## config.mk

```make
export PLATFORM = sky130hd
export DESIGN_NAME = xfer_trap_core
export DESIGN_NICKNAME = d
export VERILOG_FILES = /design/src/core/sign_zero_eval.v /design/src/core/xfer_trap_core.v
export VERILOG_INCLUDE_DIRS = /design/src /design/src/core
export SDC_FILE = /design/constraint.sdc
export NUM_CORES = 1
export LEC_CHECK = 0
export ABC_AREA = 0
export BUFFER_PORTS_ARGS = -buffer_cell sky130_fd_sc_hd__buf_2
export CORE_ASPECT_RATIO = 1.75
export CORE_MARGIN = 3
export CORE_UTILIZATION = 50
export DETAILED_ROUTE_END_ITERATION = 8
export PLACE_DENSITY = 0.72
export SLEW_MARGIN = 10
export SYNTH_ARGS = -nofsm -noshare
export SYNTH_HDL_FRONTEND = slang
export SYNTH_SLANG_ARGS = --single-unit
export TNS_END_PERCENT = 20
```

## constraint.sdc

```tcl
create_clock -name clock -period 4.12 [get_ports clock]
set_clock_uncertainty 0.2 [all_clocks]
set_input_delay 0.412 -clock clock [delete_from_list [all_inputs] [get_ports clock]]
set_output_delay 0.412 -clock clock [all_outputs]
set_load 0.02 [all_outputs]
```

## src/core/xfer_trap_regs.vh

```
`ifndef XFER_TRAP_REGS_VH
`define XFER_TRAP_REGS_VH

// ----------------------------------------------------------------
// apb register byte offsets
// ----------------------------------------------------------------
`define OFF_INSTR    8'h00
`define OFF_ACC      8'h04
`define OFF_INDEX    8'h08
`define OFF_STACK    8'h0C
`define OFF_PROG     8'h10
`define OFF_FLAGS    8'h14
`define OFF_STATUS   8'h18

// ----------------------------------------------------------------
// instruction word fields
// ----------------------------------------------------------------
`define INS_OP_LSB   0
`define INS_PRE_LSB  8
`define INS_OPND_LSB 16

// ----------------------------------------------------------------
// status bits
// ----------------------------------------------------------------
`define ST_BUSY      0
`define ST_HALT      1
`define ST_ERR       2

// ----------------------------------------------------------------
// flag register bit positions
// ----------------------------------------------------------------
`define FLG_V        7
`define FLG_H        4
`define FLG_I        3
`define FLG_N        2
`define FLG_Z        1
`define FLG_C        0
`define FLG_ONES     8'h60

// ----------------------------------------------------------------
// reset values
// ----------------------------------------------------------------
`define RST_FLAGS    8'h68
`define RST_STACK    16'h00FF
`define RST_PROG     16'h0000

// ----------------------------------------------------------------
// opcodes, prefix byte included in the upper half
// ----------------------------------------------------------------
`define OP_TRAP      16'h0083
`define OP_A2F       16'h0084
`define OP_F2A       16'h0085
`define OP_A2X       16'h0097
`define OP_X2A       16'h009F
`define OP_S2X       16'h0095
`define OP_X2S       16'h0094
`define OP_HALT      16'h008F
`define OP_TZ_DIR    16'h003D
`define OP_TZ_ACC    16'h004D
`define OP_TZ_XLO    16'h005D
`define OP_TZ_IDX1   16'h006D
`define OP_TZ_IDX    16'h007D
`define OP_TZ_STK1   16'h9E6D

// ----------------------------------------------------------------
// cycle counts
// ----------------------------------------------------------------
`define CYC_TRAP     4'h9
`define CYC_A2F      4'h2
`define CYC_ONE      4'h1
`define CYC_S2X      4'h2
`define CYC_X2S      4'h2
`define CYC_TZ_DIR   4'h3
`define CYC_TZ_IDX1  4'h3
`define CYC_TZ_IDX   4'h2
`define CYC_TZ_STK1  4'h4

`endif

```

## src/core/sign_zero_eval.v

```verilog
`timescale 1ns/100ps
`include "xfer_trap_regs.vh"

// operand minus zero: v cleared, n and z from result, rest kept
module sign_zero_eval (
  input  wire [7:0] operand,   // value under test
  input  wire [7:0] flags_in,  // flags before the test
  output wire [7:0] flags_out  // flags after the test
);

  // ----------------------------------------------------------------
  // result and flag merge
  // ----------------------------------------------------------------
  wire [7:0] result;  // operand minus zero, never written back

  assign result = operand - 8'h00;

  assign flags_out = {1'b0, flags_in[6:3], result[7],
                      (result == 8'h00), flags_in[`FLG_C]};

endmodule // sign_zero_eval

```

## src/core/xfer_trap_core.v

```verilog
// Function
// - trap bumps counter, pushes five bytes, decrementing
// - trap sets mask, loads vector, nine cycles
// - accumulator copied into flags, bits 6 and 5 forced set, two cycles
// - accumulator into index low, one cycle
// - flags into accumulator, one cycle, flags kept
// - test clears v, sets n z, no writeback
// - test opcodes and cycle counts per mode
// - stack plus one into index pair, two cycles
// - index low into accumulator, one cycle
// - index pair minus one into stack, two cycles
// - halt clears mask then stops processing
// - index pair is high byte then low
// - stack offset mode uses prefix and offset
// - indexed offset mode adds one offset byte
// - indexed plain mode addresses by pair only
`timescale 1ns/100ps
`include "xfer_trap_regs.vh"

module xfer_trap_core #(
  parameter [15:0] TRAP_VECTOR = 16'hFFF0
) (
  input  wire        clock,
  input  wire        sys_rst,
  input  wire        psel,
  input  wire        penable,
  input  wire        pwrite,
  input  wire [7:0]  paddr,
  input  wire [31:0] pwdata,
  output wire [31:0] prdata,
  output wire        pready,
  output wire        pslverr,
  output wire [15:0] mem_addr,
  output wire        mem_rd,
  output wire        mem_wr,
  output wire [7:0]  mem_wdata,
  input  wire [7:0]  mem_rdata,
  output wire        busy,
  output wire        halted
);

  // ----------------------------------------------------------------
  // architectural state
  // ----------------------------------------------------------------
  reg [7:0]  acc_r;           // accumulator
  reg [7:0]  idx_lo_r;        // index low byte
  reg [7:0]  idx_hi_r;        // index high byte
  reg [7:0]  flags_r;         // flag register
  reg [15:0] stack_ptr_r;     // stack pointer
  reg [15:0] prog_counter_r;  // program counter
  reg [23:0] instr_r;         // last accepted instruction word

  // ----------------------------------------------------------------
  // sequencing state
  // ----------------------------------------------------------------
  reg        busy_r;          // instruction in progress
  reg        halted_r;        // processing stopped
  reg        err_r;           // unknown opcode seen, sticky
  reg [3:0]  cyc_r;           // cycle within instruction
  reg [3:0]  last_r;          // final cycle index
  reg        is_trap_r;       // running the trap sequence
  reg        is_mtest_r;      // running a memory test

  // ----------------------------------------------------------------
  // bus outputs
  // ----------------------------------------------------------------
  reg [31:0] prdata_r;        // apb read data
  reg        pready_r;        // apb ready
  reg        pslverr_r;       // apb error
  reg [15:0] mem_addr_r;      // memory address
  reg        mem_rd_r;        // memory read strobe
  reg        mem_wr_r;        // memory write strobe
  reg [7:0]  mem_wdata_r;     // memory write data

  assign prdata    = prdata_r;
  assign pready    = pready_r;
  assign pslverr   = pslverr_r;
  assign mem_addr  = mem_addr_r;
  assign mem_rd    = mem_rd_r;
  assign mem_wr    = mem_wr_r;
  assign mem_wdata = mem_wdata_r;
  assign busy      = busy_r;
  assign halted    = halted_r;

  // ----------------------------------------------------------------
  // apb phase decode
  // ----------------------------------------------------------------
  wire        acc_ph;         // access phase, answer not yet given
  wire        wr_ok;          // accepted write completes now
  wire [15:0] idx_pair;       // full index value
  wire [15:0] opcode;         // prefix and opcode from write data
  wire [7:0]  opnd;           // address or offset byte
  wire        start;          // instruction write accepted

  assign acc_ph   = psel & penable & ~pready_r;
  assign wr_ok    = psel & penable & pready_r & pwrite & ~pslverr_r;
  assign idx_pair = {idx_hi_r, idx_lo_r};
  assign opcode   = pwdata[`INS_PRE_LSB+7:`INS_OP_LSB];
  assign opnd     = pwdata[`INS_OPND_LSB+7:`INS_OPND_LSB];
  assign start    = wr_ok & (paddr == `OFF_INSTR);

  // ----------------------------------------------------------------
  // opcode decode: legality, length, operand address
  // ----------------------------------------------------------------
  reg        dec_ok;          // opcode known
  reg [3:0]  dec_cyc;         // cycle count
  reg        dec_rd;          // needs a memory operand
  reg [15:0] dec_addr;        // operand address

  always @* begin
    dec_ok   = 1'b1;
    dec_cyc  = `CYC_ONE;
    dec_rd   = 1'b0;
    dec_addr = 16'h0000;
    case (opcode)
      `OP_TRAP:   dec_cyc = `CYC_TRAP;
      `OP_A2F:    dec_cyc = `CYC_A2F;
      `OP_S2X:    dec_cyc = `CYC_S2X;
      `OP_X2S:    dec_cyc = `CYC_X2S;
      `OP_F2A,
      `OP_A2X,
      `OP_X2A,
      `OP_HALT,
      `OP_TZ_ACC,
      `OP_TZ_XLO: dec_cyc = `CYC_ONE;
      `OP_TZ_DIR: begin
        dec_cyc  = `CYC_TZ_DIR;
        dec_rd   = 1'b1;
        dec_addr = {8'h00, opnd};
      end
      `OP_TZ_IDX1: begin
        dec_cyc  = `CYC_TZ_IDX1;
        dec_rd   = 1'b1;
        dec_addr = idx_pair + {8'h00, opnd};
      end
      `OP_TZ_IDX: begin
        dec_cyc  = `CYC_TZ_IDX;
        dec_rd   = 1'b1;
        dec_addr = idx_pair;
      end
      `OP_TZ_STK1: begin
        dec_cyc  = `CYC_TZ_STK1;
        dec_rd   = 1'b1;
        dec_addr = stack_ptr_r + {8'h00, opnd};
      end
      default:    dec_ok = 1'b0;
    endcase
  end

  // ----------------------------------------------------------------
  // test flag evaluation, register or memory operand
  // ----------------------------------------------------------------
  wire [7:0] test_src;        // operand under test
  wire [7:0] test_flags;      // flags after test

  assign test_src = busy_r ? mem_rdata :
                    ((opcode == `OP_TZ_ACC) ? acc_r : idx_lo_r);

  sign_zero_eval u_eval (
    .operand   (test_src),
    .flags_in  (flags_r),
    .flags_out (test_flags)
  );

  // ----------------------------------------------------------------
  // apb answer: ready one cycle into the access phase
  // ----------------------------------------------------------------
  reg [31:0] rd_val;          // read mux
  reg        bad;             // access refused

  always @* begin
    rd_val = 32'h0000_0000;
    bad    = 1'b0;
    case (paddr)
      `OFF_INSTR: begin
        rd_val = {8'h00, instr_r};
        bad    = pwrite & (busy_r | halted_r);
      end
      `OFF_ACC: begin
        rd_val = {24'h000000, acc_r};
        bad    = pwrite & busy_r;
      end
      `OFF_INDEX: begin
        rd_val = {16'h0000, idx_pair};
        bad    = pwrite & busy_r;
      end
      `OFF_STACK: begin
        rd_val = {16'h0000, stack_ptr_r};
        bad    = pwrite & busy_r;
      end
      `OFF_PROG: begin
        rd_val = {16'h0000, prog_counter_r};
        bad    = pwrite & busy_r;
      end
      `OFF_FLAGS: begin
        rd_val = {24'h000000, flags_r};
        bad    = pwrite & busy_r;
      end
      `OFF_STATUS: rd_val = {29'h0000000, err_r, halted_r, busy_r};
      default:     bad    = 1'b1;
    endcase
  end

  // answer registers
  always @(posedge clock) begin
    if (sys_rst) begin
      pready_r  <= 1'b0;
      pslverr_r <= 1'b0;
      prdata_r  <= 32'h0000_0000;
    end else begin
      pready_r  <= acc_ph;
      pslverr_r <= acc_ph & bad;
      if (acc_ph) begin
        prdata_r <= (pwrite | bad) ? 32'h0000_0000 : rd_val;
      end
    end
  end

  // ----------------------------------------------------------------
  // execution and register writes
  // ----------------------------------------------------------------
  wire [15:0] prog_next;      // counter past the trap opcode

  assign prog_next = prog_counter_r + 16'h0001;

  always @(posedge clock) begin
    if (sys_rst) begin
      acc_r          <= 8'h00;
      idx_lo_r       <= 8'h00;
      idx_hi_r       <= 8'h00;
      flags_r        <= `RST_FLAGS;
      stack_ptr_r    <= `RST_STACK;
      prog_counter_r <= `RST_PROG;
      instr_r        <= 24'h000000;
      busy_r         <= 1'b0;
      halted_r       <= 1'b0;
      err_r          <= 1'b0;
      cyc_r          <= 4'h0;
      last_r         <= 4'h0;
      is_trap_r      <= 1'b0;
      is_mtest_r     <= 1'b0;
      mem_addr_r     <= 16'h0000;
      mem_rd_r       <= 1'b0;
      mem_wr_r       <= 1'b0;
      mem_wdata_r    <= 8'h00;
    end else begin
      mem_rd_r <= 1'b0;
      mem_wr_r <= 1'b0;
      if (start) begin
        // new instruction from software
        instr_r <= pwdata[23:0];
        if (!dec_ok) begin
          err_r <= 1'b1;
        end else begin
          busy_r     <= 1'b1;
          cyc_r      <= 4'h0;
          last_r     <= dec_cyc - 4'h1;
          is_trap_r  <= (opcode == `OP_TRAP);
          is_mtest_r <= dec_rd;
          mem_rd_r   <= dec_rd;
          mem_addr_r <= dec_addr;
          case (opcode)
            `OP_TRAP: begin
              prog_counter_r <= prog_next;
              mem_wr_r       <= 1'b1;
              mem_addr_r     <= stack_ptr_r;
              mem_wdata_r    <= prog_next[7:0];
              stack_ptr_r    <= stack_ptr_r - 16'h0001;
            end
            `OP_A2F:   flags_r  <= acc_r | `FLG_ONES;
            `OP_A2X:   idx_lo_r <= acc_r;
            `OP_F2A:   acc_r    <= flags_r;
            `OP_X2A:   acc_r    <= idx_lo_r;
            `OP_S2X: begin
              idx_hi_r <= stack_ptr_r[15:8] + {7'h00, &stack_ptr_r[7:0]};
              idx_lo_r <= stack_ptr_r[7:0] + 8'h01;
            end
            `OP_X2S:   stack_ptr_r <= idx_pair - 16'h0001;
            `OP_HALT: begin
              flags_r[`FLG_I] <= 1'b0;
              halted_r        <= 1'b1;
            end
            `OP_TZ_ACC,
            `OP_TZ_XLO: flags_r <= test_flags;
            default:   flags_r <= flags_r;
          endcase
        end
      end else if (busy_r) begin
        // step through the running instruction
        cyc_r <= cyc_r + 4'h1;
        if (cyc_r == last_r) begin
          busy_r     <= 1'b0;
          is_trap_r  <= 1'b0;
          is_mtest_r <= 1'b0;
        end
        if (is_mtest_r && (cyc_r == 4'h1)) begin
          flags_r <= test_flags;
        end
        if (is_trap_r) begin
          case (cyc_r)
            4'h0, 4'h1, 4'h2, 4'h3: begin
              // remaining pushes, each followed by a decrement
              mem_wr_r    <= 1'b1;
              mem_addr_r  <= stack_ptr_r;
              stack_ptr_r <= stack_ptr_r - 16'h0001;
              case (cyc_r)
                4'h0:    mem_wdata_r <= prog_counter_r[15:8];
                4'h1:    mem_wdata_r <= idx_lo_r;
                4'h2:    mem_wdata_r <= acc_r;
                default: mem_wdata_r <= flags_r;
              endcase
            end
            4'h4: begin
              flags_r[`FLG_I] <= 1'b1;
              mem_rd_r        <= 1'b1;
              mem_addr_r      <= TRAP_VECTOR;
            end
            4'h5: begin
              mem_rd_r   <= 1'b1;
              mem_addr_r <= TRAP_VECTOR + 16'h0001;
            end
            4'h6:    prog_counter_r[15:8] <= mem_rdata;
            4'h7:    prog_counter_r[7:0]  <= mem_rdata;
            default: cyc_r <= cyc_r + 4'h1;
          endcase
        end
      end else if (wr_ok) begin
        // software access to state while idle
        case (paddr)
          `OFF_ACC:   acc_r <= pwdata[7:0];
          `OFF_INDEX: begin
            idx_hi_r <= pwdata[15:8];
            idx_lo_r <= pwdata[7:0];
          end
          `OFF_STACK: stack_ptr_r    <= pwdata[15:0];
          `OFF_PROG:  prog_counter_r <= pwdata[15:0];
          `OFF_FLAGS: flags_r        <= pwdata[7:0] | `FLG_ONES;
          `OFF_STATUS: begin
            if (pwdata[`ST_HALT]) begin
              halted_r <= 1'b0;
            end
            if (pwdata[`ST_ERR]) begin
              err_r <= 1'b0;
            end
          end
          default: err_r <= err_r;
        endcase
      end
    end
  end

endmodule // xfer_trap_core

```

==> summary.txt <==
Status
  • Outcome: complete, but fails checks
  • Failing checks: design-rule violations

Setup path
  • Cells on worst reg2reg path: 13
  • Worst EP required: 4.22 ns
  • RR Startpoint: idx_lo_r[0]
  • Crit-path max FO: 4
  • Critical path class: primary input to flip-flop
  • Cell Chain, Critical Path: buf_2, or4b_4, or3_1, nor2_4, nand2_1, o21ai_1, ha_2, inv_1, fa_2, nand3b_1, a21oi_2, or3_1, buf_4, xnor2_1, o22ai_1, a221oi_1, nor3_1
  • CP Launch Type: primary input
  • CP delay by family, top: simple AND/OR/NAND/NOR gates
  • Crit path DAT: 3.88 ns
  • CP max-delay cell: or4b_4
  • Reg-to-reg setup timing slack: 1.06 ns
  • Worst Path Buf+Inv: 3
  • R2r endpoint: mem_addr[8]
  • CP Capture Type: flip-flop
  • Critical Path Max Stage Delay: 0.59 ns
  • Critical path's most frequent cell: or3_1

Routing
  • Vias per cell: 6.95
  • DR WL/cell: 26.1 um
  • Starting DRT DRC Count: 1,852
  • Drc violations: 4
  • Vias: 12,300
  • 1st-pass router iterations: 9
  • Antenna-violating nets left: 0
  • Post-Route WL: 46,000 um

Floorplan
  • Die ar.: 22,700 um2
  • Starting Density: 0.511
  • Die Y: 197 um
  • I/O pin total: 115
  • Core region area: 20,400 um2
  • FP Rows: 69
  • Die width: 115 um

Timing
  • Fin crit share: 0.915
  • Final critical path time including I/O delays and setup: 3.77 ns
  • RSZ-0062 raised after global routing: no
  • Worst slew margin: 0.321
  • Final Hold Slack: 0.0407 ns
  • Slew @ Worst Pin: 1.02 ns
  • Setup-failing EPs final: 0
  • Fmax: 265 MHz
  • Slew Viols, Final: 0
  • Final Hold Fails: 0

Worst hold path
  • Min-delay worst type: primary input to flip-flop
  • Hold path startpoint: pwdata[16]
  • Hold path cells: 3
  • Worst Hold Path EP: instr_r[16]

Global route
  • Total GRT Usage: 0.404
  • Vias in the first global route: 11,600
  • First-pass GRT wire length: 69,200 um
  • Overflow after GRT: 0
  • Largest net degree at the start of global routing: 80
  • Initial antenna violation count: 1

CTS
  • Clock slew seen by the registers of the worst setup and hold paths: 0.07 ns
  • CTS buffer count: 17
  • CTS tree: built
  • CTS Buffer Depth: 2
  • Latest clock arrival within the worst-skew pair: 0.45 ns
  • Post_cts resized: 0
  • CTS Hold Buffers Added: 0
  • CTS sink count: 152
  • CTS root buf: clkbuf_16
  • # H-tree levels: 4
  • Post-CTS setup repair buffer count: 0

Logic synthesis
  • Ys flop type: dfxtp_1
  • Yosys reg bits: 152
  • Asr flop ratio synth: 0
  • Synth unique cells: 80
  • Syn Area/Cell: 7.32 um2
  • Yosys warns: 0
  • Cells after synthesis: 1,423
  • Sequential share of the synthesized area: 0.292
  • Netlist Area Pre-Place: 10,400 um2
  • EDFF count, synth: 0

Placement
  • DP HPWL: 32,900 um
  • PortBufs: 98
  • Final GP Congestion: 1.05

Final layout
  • Area growth, synth to finish: 14.7%
  • Final nets: 1,578
  • Layout cells sized above 1: 0.176
  • Most frequent cells in the layout: nand2_1 (212), dfxtp_1 (151), a21oi_1 (132)
  • Layout filler cell count: 1,990
  • Commonest non-fill, non-tap cell in the layout: nand2_1

Power and ir drop
  • Static Leak: 4.59 nW
  • Max rail drop VDD: 264 uV
  • Internal power: 2.31 mW
  • Pwr Density: 266 nW/um2
  • Comb power frac: 0.067
  • Sw frac: 0.273
  • Sw power: 869 uW
  • Reg power frac: 0.462
  • Clock share of power: 0.472
  • Final Total Pwr: 3.18 mW

Job
  • Max-Cap Viols: 0
==> cell families (layout without fill, tap and decap cells) <==
logic type      count (synthesis)  in the layout  synth area share
simple gates                  531            531             0.242
compound gates                475            475             0.306
buf+inv                       170            255            0.0668
flops                         152            152             0.292
xor+xnor                       44             44            0.0370
mux                            28             28            0.0283
fa+ha+maj                      22             22            0.0271
other cells                     1              9          0.000360
==> power by group through the flow <==
stage	registers (mW)	clock network (mW)	logic [mW]
4_1_cts	1.47	1.52	0.201
3_5_place_dp	1.50	0	0.200
6_report	1.47	1.50	0.212
3_3_place_gp	1.50	0	0.200
2_1_floorplan	1.50	0	0.112
5_1_grt	1.47	1.58	0.221
==> synth_stat cells, drive strengths merged (11+ instances only) <==
| cell type | number | area (um2) |
|---|---|---|
| nand2 | 213 | 800 |
| dfxtp | 152 | 3040 |
| a21oi | 134 | 674 |
| nor2 | 108 | 408 |
| clkbuf | 94 | 353 |
| o21ai | 87 | 439 |
| nand3 | 48 | 240 |
| buf | 42 | 215 |
| nor3 | 36 | 203 |
| a211oi | 35 | 263 |
| a22oi | 35 | 263 |
| inv | 34 | 128 |
| o211ai | 29 | 218 |
| xnor2 | 26 | 228 |
| mux2i | 25 | 250 |
| nor4 | 22 | 144 |
| ha | 21 | 263 |
| xor2 | 18 | 158 |
| a31oi | 17 | 106 |
| or3 | 17 | 106 |
| a221oi | 16 | 140 |
| and3 | 14 | 87.6 |
| o31ai | 13 | 111 |
| a31o | 12 | 105 |
| a222oi | 11 | 110 |
==> final cells by class <==
class	instances	area [um2]	area share
Multi-Input combinational cell	1108	6740	0.564
Sequential cell	152	3040	0.255
Timing Repair Buffer	190	1180	0.0990
Clock buffer	17	425	0.0356
Tap cell	248	310	0.0260
Inverter	34	128	0.0107
Clock inverter	14	116	0.00973
Antenna cell	1	2.50	0.000209
==> tightest hold or removal path, delay by kind of cell <==
kind / cells / cell delay (ns)
buffers and inverters: 1 / 0.12
AND/OR/NAND/NOR: 1 / 0.05
AO/OA/AOI/OAI: 1 / 0.05
==> layer usage <==
metal	vias to the layer above	share of wire	global-route usage
li1	5383	-	-
met1	5635	0.33	0.446
met2	943	0.45	0.634
met3	307	0.12	0.124
met4	0	0.10	0.319
met5	-	0	0
==> stage by stage <==
step                setup slack [ns]  utilization  area, um2  TNS, ns  std cells
detailed placement           -0.0804        0.560      11400   -0.173       1732
floorplan                    0.00577            -      10500        0       1430
finish                         0.349        0.587      12000        0       1764
global placement             -0.0230        0.560      11400  -0.0444       1732
CTS                            0.386        0.587      12000        0       1763
global route                  0.0618        0.587      12000        0       1763
==> worst max-delay path by stage <==
stage	from	to	slack, ns	cells past startpoint
3_3_place_gp	pwdata[8]	mem_addr[8]	-0.02	17
2_1_floorplan	pwdata[8]	mem_addr[14]	0.006	18
6_report	pwdata[8]	mem_addr[8]	0.35	17
3_5_place_dp	pwdata[8]	mem_addr[8]	-0.08	17
4_1_cts	pwdata[8]	mem_addr[8]	0.39	17
5_1_grt	pwdata[8]	mem_addr[10]	0.06	16
==> registers in the layout, indices dropped and copies added (netlist names), 4 cells and up <==
| signal | flops |
|---|---|
| acc_r | 8 |
| prog_counter_r | 16 |
| mem_addr | 16 |
| flags_r | 7 |
| idx_hi_r | 8 |
| cyc_r | 4 |
| last_r | 4 |
| idx_lo_r | 8 |
| mem_wdata | 8 |
| prdata | 24 |
| stack_ptr_r | 16 |
| instr_r | 24 |
Note: power is estimated with default switching activity, not from simulation.
